## src/otw_pkg.sv

```systemverilog
// Package for the display register transfer and window block.
// Assumes a Wishbone classic slave with 32-bit data, byte registers in bit 7:0.
package otw_pkg;
    // Register byte addresses
    localparam logic [7:0] ADDR_DISPLAY_CONTROL = 8'h00;
    localparam logic [7:0] ADDR_WINDOW_UPPER    = 8'h04;
    localparam logic [7:0] ADDR_WINDOW_LOWER    = 8'h08;
    localparam logic [7:0] ADDR_MODE            = 8'h0C;
    localparam logic [7:0] ADDR_IRQ_STATUS      = 8'h10;
    localparam logic [7:0] ADDR_IRQ_MASK        = 8'h14;
    localparam logic [7:0] ADDR_SCAN_STATUS     = 8'h18;
    localparam int         ADDR_W               = 8;

    // Display control fields
    localparam int BIT_PAGE_EN   = 0;
    localparam int BIT_WIN_EN    = 1;
    localparam int BIT_XFER_REQ  = 2;
    // Immediate mode register fields
    localparam int BIT_DOUBLE    = 0;
    localparam int BIT_SYNC_SEL  = 1;
    localparam int BIT_MISC_LO   = 2;
    localparam int BIT_MISC_HI   = 5;
    localparam int BIT_PORT_LO   = 6;
    localparam int BIT_PORT_HI   = 9;
    localparam int MODE_W        = 10;
    // Interrupt status fields
    localparam int BIT_IRQ_DONE  = 0;
    localparam int BIT_IRQ_DEFER = 1;
    localparam int IRQ_W         = 2;
    // Scan status fields above the line count
    localparam int BIT_SCAN_DEFER = 16;
    localparam int BIT_SCAN_PAGE  = 17;
    localparam int BIT_SCAN_WIN   = 18;

    localparam logic [7:0]        RST_BYTE  = 8'h00;
    localparam logic [MODE_W-1:0] RST_MODE  = 10'h000;
    localparam logic [IRQ_W-1:0]  RST_IRQ   = 2'h0;
    localparam int                LINE_W    = 11;
    localparam logic [LINE_W-1:0] LINE_ZERO = 11'h000;
    localparam logic [LINE_W-1:0] LINE_ONE  = 11'h001;
    localparam int                SHIFT_NORMAL = 1;
    localparam int                SHIFT_DOUBLE = 2;

    typedef enum logic [1:0] {
        OTW_IDLE  = 2'b00,
        OTW_WAIT  = 2'b01,
        OTW_DONE  = 2'b10
    } otw_xfer_e;
endpackage

```

## src/otw_top.sv

```systemverilog
// Staged register transfer, page enable and vertical window for the display.
// Assumes Wishbone classic master, horizontal and vertical sync synchronous to clk.
//
// Operation
// - Request outside display lines transfers at next hsync falling edge.
// - Request inside a display line transfers at the hsync fall ending it.
// - Display-off lines still count as display area for transfer timing.
// - Port, sync, scan and misc mode bits act at once on write.
// - Writing 1 to control bit 2 requests a transfer; 0 requests nothing.
// - After transfer, request bit and monitor flag clear by themselves.
// - Control bit 2 reads 1 while transfer pending, 0 once done.
// - Control bit 0 enables the character display for the whole page.
// - Control bit 1 turns the vertical window on, limiting the page.
// - Two 8-bit window registers hold upper and lower limits.
// - Normal scan: limit position is value times two line periods.
// - Double scan: limit position is value times four line periods.
`timescale 1ns/1ps
`default_nettype none
module otw_top (
    input  wire logic              clk,
    input  wire logic              rstn,
    input  wire logic              wb_cyc_i,
    input  wire logic              wb_stb_i,
    input  wire logic              wb_we_i,
    input  wire logic [otw_pkg::ADDR_W-1:0] wb_adr_i,
    input  wire logic [3:0]        wb_sel_i,
    input  wire logic [31:0]       wb_dat_i,
    output logic      [31:0]       wb_dat_o,
    output logic                   wb_ack_o,
    input  wire logic              horiz_sync_in,
    input  wire logic              vert_sync_in,
    input  wire logic              in_display_line,
    output logic                   page_display_enable,
    output logic                   window_enable,
    output logic      [7:0]        window_top,
    output logic      [7:0]        window_bottom,
    output logic                   window_visible,
    output logic                   double_scan_select,
    output logic                   sync_signal_select,
    output logic      [3:0]        misc_mode,
    output logic      [3:0]        port_output_select,
    output logic                   irq
);
    import otw_pkg::*;

    ////////////////////////////////////////////////////////////////////////
    // Bus decode
    logic bus_req;
    logic wr_en;
    logic rd_en;
    logic lane0;
    logic lane1;

    assign bus_req = wb_cyc_i & wb_stb_i & ~wb_ack_o;
    assign wr_en   = bus_req & wb_we_i;
    assign rd_en   = bus_req & ~wb_we_i;
    assign lane0   = wb_sel_i[0];
    assign lane1   = wb_sel_i[1];

    ////////////////////////////////////////////////////////////////////////
    // Sync edge detection and scan line counter
    logic hs_fall;
    logic vs_fall;
    logic [LINE_W-1:0] line_count;
    logic [LINE_W-1:0] next_line_count;

    otw_edge u_hs_edge (
        .clk   (clk),
        .rstn  (rstn),
        .level (horiz_sync_in),
        .fall  (hs_fall)
    );

    otw_edge u_vs_edge (
        .clk   (clk),
        .rstn  (rstn),
        .level (vert_sync_in),
        .fall  (vs_fall)
    );

    always_comb begin
        next_line_count = line_count;
        if (vs_fall) begin
            next_line_count = LINE_ZERO;
        end else if (hs_fall && line_count != {LINE_W{1'b1}}) begin
            next_line_count = line_count + LINE_ONE;
        end
    end

    always_ff @(posedge clk or negedge rstn) begin
        if (!rstn) begin
            line_count <= LINE_ZERO;
        end else begin
            line_count <= next_line_count;
        end
    end

    ////////////////////////////////////////////////////////////////////////
    // Staged registers, immediate registers and transfer control
    logic [7:0]        stage_ctrl;
    logic [7:0]        stage_top;
    logic [7:0]        stage_bottom;
    logic [MODE_W-1:0] mode;
    logic [IRQ_W-1:0]  irq_status;
    logic [IRQ_W-1:0]  irq_mask;
    otw_xfer_e         xfer;
    logic              deferred;
    logic [7:0]        next_stage_ctrl;
    logic [7:0]        next_stage_top;
    logic [7:0]        next_stage_bottom;
    logic [MODE_W-1:0] next_mode;
    logic [IRQ_W-1:0]  next_irq_status;
    logic [IRQ_W-1:0]  next_irq_mask;
    otw_xfer_e         next_xfer;
    logic              next_deferred;
    logic              next_page_en;
    logic              next_win_en;
    logic [7:0]        next_top;
    logic [7:0]        next_bottom;
    logic              do_xfer;
    logic              req_write;
    logic [IRQ_W-1:0]  irq_set;

    // Request write: bit 2 set in a write of the control register
    assign req_write = wr_en && lane0 && (wb_adr_i == ADDR_DISPLAY_CONTROL)
                       && wb_dat_i[BIT_XFER_REQ];

    always_comb begin
        next_xfer     = xfer;
        next_deferred = deferred;
        do_xfer       = 1'b0;
        irq_set       = RST_IRQ;
        case (xfer)
            OTW_IDLE: begin
                if (req_write) begin
                    next_xfer = OTW_WAIT;
                    // Display-off lines still flagged as display area
                    next_deferred = in_display_line;
                    if (in_display_line) begin
                        irq_set[BIT_IRQ_DEFER] = 1'b1;
                    end
                end
            end
            OTW_WAIT: begin
                if (hs_fall) begin
                    // Outside: first fall; inside: fall that ends the line
                    do_xfer   = 1'b1;
                    next_xfer = OTW_DONE;
                end
            end
            OTW_DONE: begin
                next_xfer     = OTW_IDLE;
                next_deferred = 1'b0;
                irq_set[BIT_IRQ_DONE] = 1'b1;
            end
            default: begin
                next_xfer     = OTW_IDLE;
                next_deferred = 1'b0;
            end
        endcase
    end

    always_comb begin
        next_stage_ctrl   = stage_ctrl;
        next_stage_top    = stage_top;
        next_stage_bottom = stage_bottom;
        next_mode         = mode;
        next_irq_mask     = irq_mask;
        next_irq_status   = irq_status;
        if (wr_en) begin
            case (wb_adr_i)
                ADDR_DISPLAY_CONTROL: begin
                    if (lane0) begin
                        next_stage_ctrl = wb_dat_i[7:0];
                    end
                end
                ADDR_WINDOW_UPPER: begin
                    if (lane0) begin
                        next_stage_top = wb_dat_i[7:0];
                    end
                end
                ADDR_WINDOW_LOWER: begin
                    if (lane0) begin
                        next_stage_bottom = wb_dat_i[7:0];
                    end
                end
                ADDR_MODE: begin
                    // Immediate mode bits, no staging
                    if (lane0) begin
                        next_mode[7:0] = wb_dat_i[7:0];
                    end
                    if (lane1) begin
                        next_mode[MODE_W-1:8] = wb_dat_i[MODE_W-1:8];
                    end
                end
                ADDR_IRQ_MASK: begin
                    if (lane0) begin
                        next_irq_mask = wb_dat_i[IRQ_W-1:0];
                    end
                end
                default: begin
                end
            endcase
        end
        // Read clears status; a new event in the same cycle wins
        if (rd_en && wb_adr_i == ADDR_IRQ_STATUS) begin
            next_irq_status = RST_IRQ;
        end
        next_irq_status = next_irq_status | irq_set;
    end

    always_comb begin
        next_page_en = page_display_enable;
        next_win_en  = window_enable;
        next_top     = window_top;
        next_bottom  = window_bottom;
        if (do_xfer) begin
            next_page_en = stage_ctrl[BIT_PAGE_EN];
            next_win_en  = stage_ctrl[BIT_WIN_EN];
            next_top     = stage_top;
            next_bottom  = stage_bottom;
        end
    end

    always_ff @(posedge clk or negedge rstn) begin
        if (!rstn) begin
            xfer                <= OTW_IDLE;
            deferred            <= 1'b0;
            stage_ctrl          <= RST_BYTE;
            stage_top           <= RST_BYTE;
            stage_bottom        <= RST_BYTE;
            mode                <= RST_MODE;
            irq_status          <= RST_IRQ;
            irq_mask            <= RST_IRQ;
            page_display_enable <= 1'b0;
            window_enable       <= 1'b0;
            window_top          <= RST_BYTE;
            window_bottom       <= RST_BYTE;
        end else begin
            xfer                <= next_xfer;
            deferred            <= next_deferred;
            stage_ctrl          <= next_stage_ctrl;
            stage_top           <= next_stage_top;
            stage_bottom        <= next_stage_bottom;
            mode                <= next_mode;
            irq_status          <= next_irq_status;
            irq_mask            <= next_irq_mask;
            page_display_enable <= next_page_en;
            window_enable       <= next_win_en;
            window_top          <= next_top;
            window_bottom       <= next_bottom;
        end
    end

    ////////////////////////////////////////////////////////////////////////
    // Window evaluation and registered outputs
    logic past_top;
    logic past_bottom;
    logic next_visible;
    logic next_irq;
    logic pending;

    otw_window u_win_top (
        .limit       (window_top),
        .double_scan (mode[BIT_DOUBLE]),
        .line_count  (line_count),
        .at_or_past  (past_top)
    );

    otw_window u_win_bottom (
        .limit       (window_bottom),
        .double_scan (mode[BIT_DOUBLE]),
        .line_count  (line_count),
        .at_or_past  (past_bottom)
    );

    assign pending = (xfer != OTW_IDLE);

    always_comb begin
        // Page visible when enabled and inside the window, if window on
        next_visible = page_display_enable
                       & (~window_enable | (past_top & ~past_bottom));
        next_irq     = |(next_irq_status & irq_mask);
    end

    always_ff @(posedge clk or negedge rstn) begin
        if (!rstn) begin
            window_visible     <= 1'b0;
            double_scan_select <= 1'b0;
            sync_signal_select <= 1'b0;
            misc_mode          <= 4'h0;
            port_output_select <= 4'h0;
            irq                <= 1'b0;
        end else begin
            window_visible     <= next_visible;
            double_scan_select <= next_mode[BIT_DOUBLE];
            sync_signal_select <= next_mode[BIT_SYNC_SEL];
            misc_mode          <= next_mode[BIT_MISC_HI:BIT_MISC_LO];
            port_output_select <= next_mode[BIT_PORT_HI:BIT_PORT_LO];
            irq                <= next_irq;
        end
    end

    ////////////////////////////////////////////////////////////////////////
    // Bus answer: one registered ack, one cycle after the request
    logic [31:0] next_dat;

    always_comb begin
        next_dat = 32'h0000_0000;
        if (rd_en) begin
            case (wb_adr_i)
                ADDR_DISPLAY_CONTROL: begin
                    next_dat[BIT_PAGE_EN] = stage_ctrl[BIT_PAGE_EN];
                    next_dat[BIT_WIN_EN]  = stage_ctrl[BIT_WIN_EN];
                    next_dat[BIT_XFER_REQ] = pending;
                end
                ADDR_MODE: begin
                    next_dat[MODE_W-1:0] = mode;
                end
                ADDR_IRQ_STATUS: begin
                    next_dat[IRQ_W-1:0] = irq_status;
                end
                ADDR_IRQ_MASK: begin
                    next_dat[IRQ_W-1:0] = irq_mask;
                end
                ADDR_SCAN_STATUS: begin
                    next_dat[LINE_W-1:0] = line_count;
                    next_dat[BIT_SCAN_DEFER] = deferred;
                    next_dat[BIT_SCAN_PAGE]  = page_display_enable;
                    next_dat[BIT_SCAN_WIN]   = window_enable;
                end
                default: begin
                end
            endcase
        end
    end

    always_ff @(posedge clk or negedge rstn) begin
        if (!rstn) begin
            wb_ack_o <= 1'b0;
            wb_dat_o <= 32'h0000_0000;
        end else begin
            wb_ack_o <= bus_req;
            wb_dat_o <= next_dat;
        end
    end
endmodule
`default_nettype wire

```

## src/otw_edge.sv

```systemverilog
// Falling edge detector for the horizontal and vertical sync inputs.
// Assumes the input is synchronous to clk.
`timescale 1ns/1ps
`default_nettype none
module otw_edge (
    input  wire logic clk,
    input  wire logic rstn,
    input  wire logic level,
    output logic      fall
);
    logic prev;
    logic next_prev;

    always_comb begin
        next_prev = level;
    end

    always_ff @(posedge clk or negedge rstn) begin
        if (!rstn) begin
            prev <= 1'b0;
        end else begin
            prev <= next_prev;
        end
    end

    assign fall = prev & ~level;
endmodule
`default_nettype wire

```

## src/otw_window.sv

```systemverilog
// Scaled window comparison of the line counter against a limit register.
// Assumes the line counter restarts at vertical sync.
`timescale 1ns/1ps
`default_nettype none
module otw_window (
    input  wire logic [7:0]                 limit,
    input  wire logic                       double_scan,
    input  wire logic [otw_pkg::LINE_W-1:0] line_count,
    output logic                            at_or_past
);
    import otw_pkg::*;
    logic [LINE_W-1:0] pos;

    always_comb begin
        // Two line periods per step normally, four in double scan
        if (double_scan) begin
            pos = LINE_W'({3'b000, limit} << SHIFT_DOUBLE);
        end else begin
            pos = LINE_W'({3'b000, limit} << SHIFT_NORMAL);
        end
        at_or_past = (line_count >= pos);
    end
endmodule
`default_nettype wire

```

## config.mk

```make
export PLATFORM = sky130hd
export DESIGN_NAME = otw_top
export DESIGN_NICKNAME = d
export VERILOG_FILES = /design/src/otw_pkg.sv /design/src/otw_top.sv /design/src/otw_edge.sv /design/src/otw_window.sv
export SDC_FILE = /design/constraint.sdc
export NUM_CORES = 1
export LEC_CHECK = 0
export ABC_AREA = 0
export BUFFER_PORTS_ARGS = -buffer_cell sky130_fd_sc_hd__clkbuf_2
export CAP_MARGIN = 20
export CORE_UTILIZATION = 45
export CTS_BUF_LIST = sky130_fd_sc_hd__clkbuf_2 sky130_fd_sc_hd__clkbuf_4 sky130_fd_sc_hd__clkbuf_8
export CTS_CLUSTER_SIZE = 40
export DETAILED_ROUTE_END_ITERATION = 16
export PLACE_DENSITY = 0.7
export SETUP_SLACK_MARGIN = 0.15
export SLEW_MARGIN = 20
export SYNTH_ARGS = -nofsm -noshare
export SYNTH_HDL_FRONTEND = slang
export SYNTH_SLANG_ARGS = --single-unit
```

## constraint.sdc

```tcl
create_clock -name clk -period 2.8 [get_ports clk]
set_input_delay 0.28 -clock clk [delete_from_list [all_inputs] [get_ports clk]]
set_output_delay 0.28 -clock clk [all_outputs]
set_load 0.05 [all_outputs]
```

# Word level (Yosys, flattened, before mapping)
# Cells that the tools add are included.
# totals
ff_bits	93
in_bits	52
word_cells	98
# classes
add_sub_neg	1
magnitude_cmp	2
eq_ne	11
muxes	27
bitwise_logic	18
n_reduce_logical	16
# op_table
op	n
$mux W10	4
$mux W11	3
$eq A8 B5 Y1 const B	3
$ge A11 B11 Y1	2
$eq A8 B4 Y1 const B	2
$pmux W7 S2	1
$reduce_and A3 Y1	4
$add A11 B1 Y11 const B	1
$ne A11 B11 Y1 const B	1
$pmux W2 S5	1
$and A1 B1 Y1	8
$eq A8 B3 Y1 const B	1
$logic_not A8 Y1	1
$mux W1	8
$mux W2	4
$mux W8	1
$not A1 Y1	7
$mux W3	2
$logic_and A1 B1 Y1	5
$ne A2 B2 Y1 const B	2
$pmux W2 S2	1
$reduce_and A2 Y1	2
$reduce_bool A2 Y1	2
$pmux W1 S3	1
8 further kinds	8

# Longest topological paths before layout
# logic_depth
ltp_word	11
depth_mapped	8

# By module
# A second synthesis with hierarchy kept.
# hier_totals
hier_cells	400
hier_area_um2	4252.8
# by_module_without_submodules
module	n_inst	cells_each	area_per_inst_um2	seq_area_each_um2
otw_top	1	330	3614.7	2026.9
otw_window	2	33	280.3	0.0
otw_edge	2	2	38.8	25.0

# Worst setup path before layout
# OpenSTA, ideal clock, no wires.
# synth_path
path_kind	register to register
start	register mode[0]
end	register window_visible
t_arrival_ps	2726
path_slack_ps	-59
stages_incl_launch_ff	9
n_path_buf	2
cell_sequence	dfrtp_1 > clkbuf_1 > clkbuf_1 > mux2i_1 > ha_1 > nor2b_1 > a311o_1 > a221oi_1 > a211oi_1
# synth_via
elab_chain_cells	6
elab_cells_between_ends	8
cone_classes	order compare (2); mux (2); bitwise (4)
# synth_lines
item	line	source
from (decl)	otw_top.sv:103	logic [MODE_W-1:0] mode;
from (signal assigned)	otw_top.sv:245	mode <= next_mode;
$mux W10	otw_window.sv:16	if (double_scan) begin
$ge A11 B11 Y1	otw_window.sv:21	at_or_past = (line_count >= pos);
$not A1 Y1	otw_top.sv:282	& (~window_enable | (past_top & ~past_bottom));
$and A1 B1 Y1 (*)	otw_top.sv:282	
$or A1 B1 Y1 (*)	otw_top.sv:282	
$and A1 B1 Y1 (*)	otw_top.sv:282	
named net next_visible	otw_top.sv:259	logic next_visible;
to (signal assigned)	otw_top.sv:295	window_visible <= next_visible;
to (decl)	otw_top.sv:37	output logic window_visible,
# Mark *: on every way through the listed nets, which the timed path passes. The rest lies on a longest branch.
# A chain may end at the register's enable or synchronous reset.

# Final worst setup path
# Ends and elaborated chain as after synthesis.

==> results.yml <==
timing:
  fmax_ghz: 0.424
  maxSlewHeadroom_pct: 51.0
  fin_tns_setup_ps: 0
  hold_viol_final: 75
  period_minus_slack_ps: 2360
  fin_ws_ps: 441
  fin_skew_ps: 14.3
  report.final.slew_viol_count: 0
  hold-worst-slack_ps: -43.0
  finalCritPeriodShare_pct: 84.3
  rsz0062_at_grt: "no"
  tightest_slew_ps: 734
  setup_viol: 0
worst_setup_path:
  crit_top_cell: "a211oi_1"
  cp_max_fo: 13
  max_stage_delay_ps: 720
  crit_chain: "buf_4, mux2i_1, ha_1, a21o_1, a211oi_1, o21ai_0, a211oi_1"
  r2r_cells: 7
  start_kind: "flip-flop"
  rr_endpoint: "window_visible$_DFF_PN0_"
  worst_setup_path_end_kind: "flip-flop"
  path_delay_family: "compound AO/OA/AOI/OAI gates"
  required_ps: 3070
  r2r_start: "mode[0]$_DFFE_PN0P_"
  crit_buf_inv: 1
  crit_slowest_cell: "dfrtp_1"
  r2r_setup_slack_ps: 440
  worstPathArrival_ps: 2620
  path_class: "reg -> reg"
route:
  drt_wl_total_um: 9190
  vias: 3083
  first_iter_violations: 142
  drc: 0
  wl_per_cell_um: 16.6
  via_per_inst: 5.56
  firstDrtPassIters: 4
  postRouteAntennaNets: 0
placement:
  port_buffers: 72
  pre_cts_slack_ps: 449
  gp_congestion: 0.801
  post-dp-hpwl_um: 6610
global_routing:
  grt_use_met2_pct: 31.3
  grt_pass1_wl_um: 14900
  grt_use_total_pct: 19.8
  antenna_found_initial: 0
  gr-total-overflow: 0
  grt_use_met1_pct: 27.0
  busiest_layer: "met2"
  met3_usage_pct: 3.94
  grt_max_degree: 84
  grt_pass1_vias: 2994
clocking:
  cts_buffers: 9
  post-cts-setup-buffers: 0
  clock-sinks: 83
  clk_path_buf_depth: 2
  cts_htree_levels: 3
  post_cts_resize_count: 0
  cts_root_buffer: "clkbuf_8"
  clk_pin_slew_ps: 90
  cts_tree: "yes"
  insertion_delay_ps: 360
  ctsHoldBuffers: 0
floorplan:
  die_h_um: 99.3
  rows: 35
  io_pins: 115
  initial_core_util_pct: 46.3
  fp.dieArea_mm2: 0.00986
  fp.dieW_um: 99.3
  core-area_mm2: 0.00920
min_path:
  holdCritPathClass: "in -> async"
cells_and_area:
  multi_input_area_mm2: 0.00204
  nNetsFinal: 510
  filler_cell_count: 810
  final-seq-area_mm2: 0.00208
  drive_gt1_share_pct: 33.9
  antenna_cells: 0
  area_growth_pct: 15.2
yosys:
  synth_mux_area_share_pct: 17.1
  syn_area_mm2: 0.00426
  synth_compound_area_share_pct: 9.07
  yosys.area.top_type_share_pct: 48.7
  ys_types: 57
  yosys.area_share.xor_xnor_pct: 0.617
  yosys_warnings: 0
  synthSimpleGateAreaFrac_pct: 13.9
  ys_seq_area_share_pct: 48.7
  synth.most_common_cell: "dfrtp_1"
  dominantRegCellSynth: "dfrtp_1"
  synthTopCellsByArea: "dfrtp_1 49%, mux2_2 12%, ha_1 5.6%"
  synth_top_family_by_area: "multiplexers"
  synth-edff-count: 0
  synthCells: 362
  synth_adder_area_share_pct: 5.58
  synth.avg_cell_area_um2: 11.8
  yosysTopAreaCell: "dfrtp_1"
  synthArstFlopShare_pct: 100
  synth-seq-cells: 83
  synth_commonest_cells: "83 x dfrtp_1, 47 x mux2_2, 21 x nor2_1"
power:
  power_leakage_nw: 2.46
  peakVddDrop_mv: 0.289
  p_per_area_mw_per_mm2: 483
status:
  violations: "negative hold slack"
  status: "complete, but fails checks"
flow_run:
  maxCapViolations: 0
-- metal layers --
metal | share of wire, % | routed length [um]
met4 | 1.7 | 154
met3 | 5.0 | 459
met5 | 0 | 0
met2 | 46 | 4280
met1 | 47 | 4300
-- through the flow --
stage | util [%] | power (mW) | cells | cell area, um^2 | hold slack [ps]
global placement | 51.0 | 1.45 | 539 | 4690 | 414
floorplan | - | 1.40 | 379 | 4330 | -15.6
finish | 53.4 | 2.37 | 554 | 4910 | -43.0
detailed placement | 51.0 | 1.46 | 539 | 4690 | 414
CTS | 53.3 | 2.39 | 554 | 4910 | 36.6
global route | 53.4 | 2.46 | 554 | 4910 | 21.4
-- layout make-up --
type,instances,area share [%]
sequential,83,42.3
timing repair buffer,77,8.23
multi-input combinational,259,41.6
clock buffer,9,2.52
tap,111,2.83
inverter,9,0.688
clock inverter,6,1.83
-- cell families after synthesis --
kind of cell | Yosys count
AO/OA/AOI/OAI | 55
XOR/XNOR | 3
adder cells (fa/ha/maj) | 19
buffers and inverters | 37
flip-flops | 83
multiplexers | 66
other | 1
AND/OR/NAND/NOR | 98
-- power by group --
part | internal (mW) | switching, mW | total, mW | leakage [nW]
logic | 0.0528 | 0.151 | 0.204 | 1.21
clock network | 0.500 | 0.436 | 0.937 | 0.106
registers | 1.21 | 0.0195 | 1.23 | 1.14
-- worst max-delay path by stage --
stage	slack, ps	to	startpoint	cells after the start
finish	440	window_visible$_DFF_PN0_	mode[0]$_DFFE_PN0P_	7
global route	270	window_visible$_DFF_PN0_	mode[0]$_DFFE_PN0P_	7
CTS	460	window_visible$_DFF_PN0_	mode[0]$_DFFE_PN0P_	7
detailed placement	450	window_visible$_DFF_PN0_	mode[0]$_DFFE_PN0P_	7
global placement	540	window_visible$_DFF_PN0_	mode[0]$_DFFE_PN0P_	7
floorplan	230	window_visible$_DFF_PN0_	mode[0]$_DFFE_PN0P_	8
-- layout by cell type (no fill, tap or decap), drive strengths merged, types with 4 or more instances in the layout --
| master | Yosys | layout |
|---|---|---|
| nand3 | 7 | 7 |
| conb | 1 | 18 |
| nor2 | 21 | 21 |
| a21oi | 12 | 12 |
| ha | 19 | 19 |
| inv | 9 | 10 |
| mux2 | 49 | 49 |
| nand2 | 16 | 16 |
| a22oi | 9 | 9 |
| dfrtp | 83 | 83 |
| and3 | 8 | 8 |
| mux2i | 17 | 17 |
| buf | 18 | 6 |
| nand2b | 4 | 4 |
| clkbuf | 10 | 80 |
| nor3 | 5 | 5 |
| o21ai | 9 | 9 |
| a211oi | 4 | 4 |
| nor2b | 11 | 11 |
-- sequential cells by signal, summed over array words and instances (netlist names) --
| name | cells |
|---|---|
| xfer | 2 |
| line_count | 11 |
| deferred | 1 |
| window_bottom | 8 |
| port_output_select | 3 |
| stage_ctrl | 2 |
| page_display_enable | 1 |
| stage_top | 8 |
| misc_mode | 3 |
| irq | 1 |
| u_vs_edge.prev | 1 |
| u_hs_edge.prev | 1 |
| irq_mask | 2 |
| irq_status | 2 |
| window_visible | 1 |
| stage_bottom | 8 |
| window_enable | 1 |
| mode | 4 |
| wb_dat_o | 14 |
| wb_ack_o | 1 |
| window_top | 8 |
(Power assumes the default switching activity.)
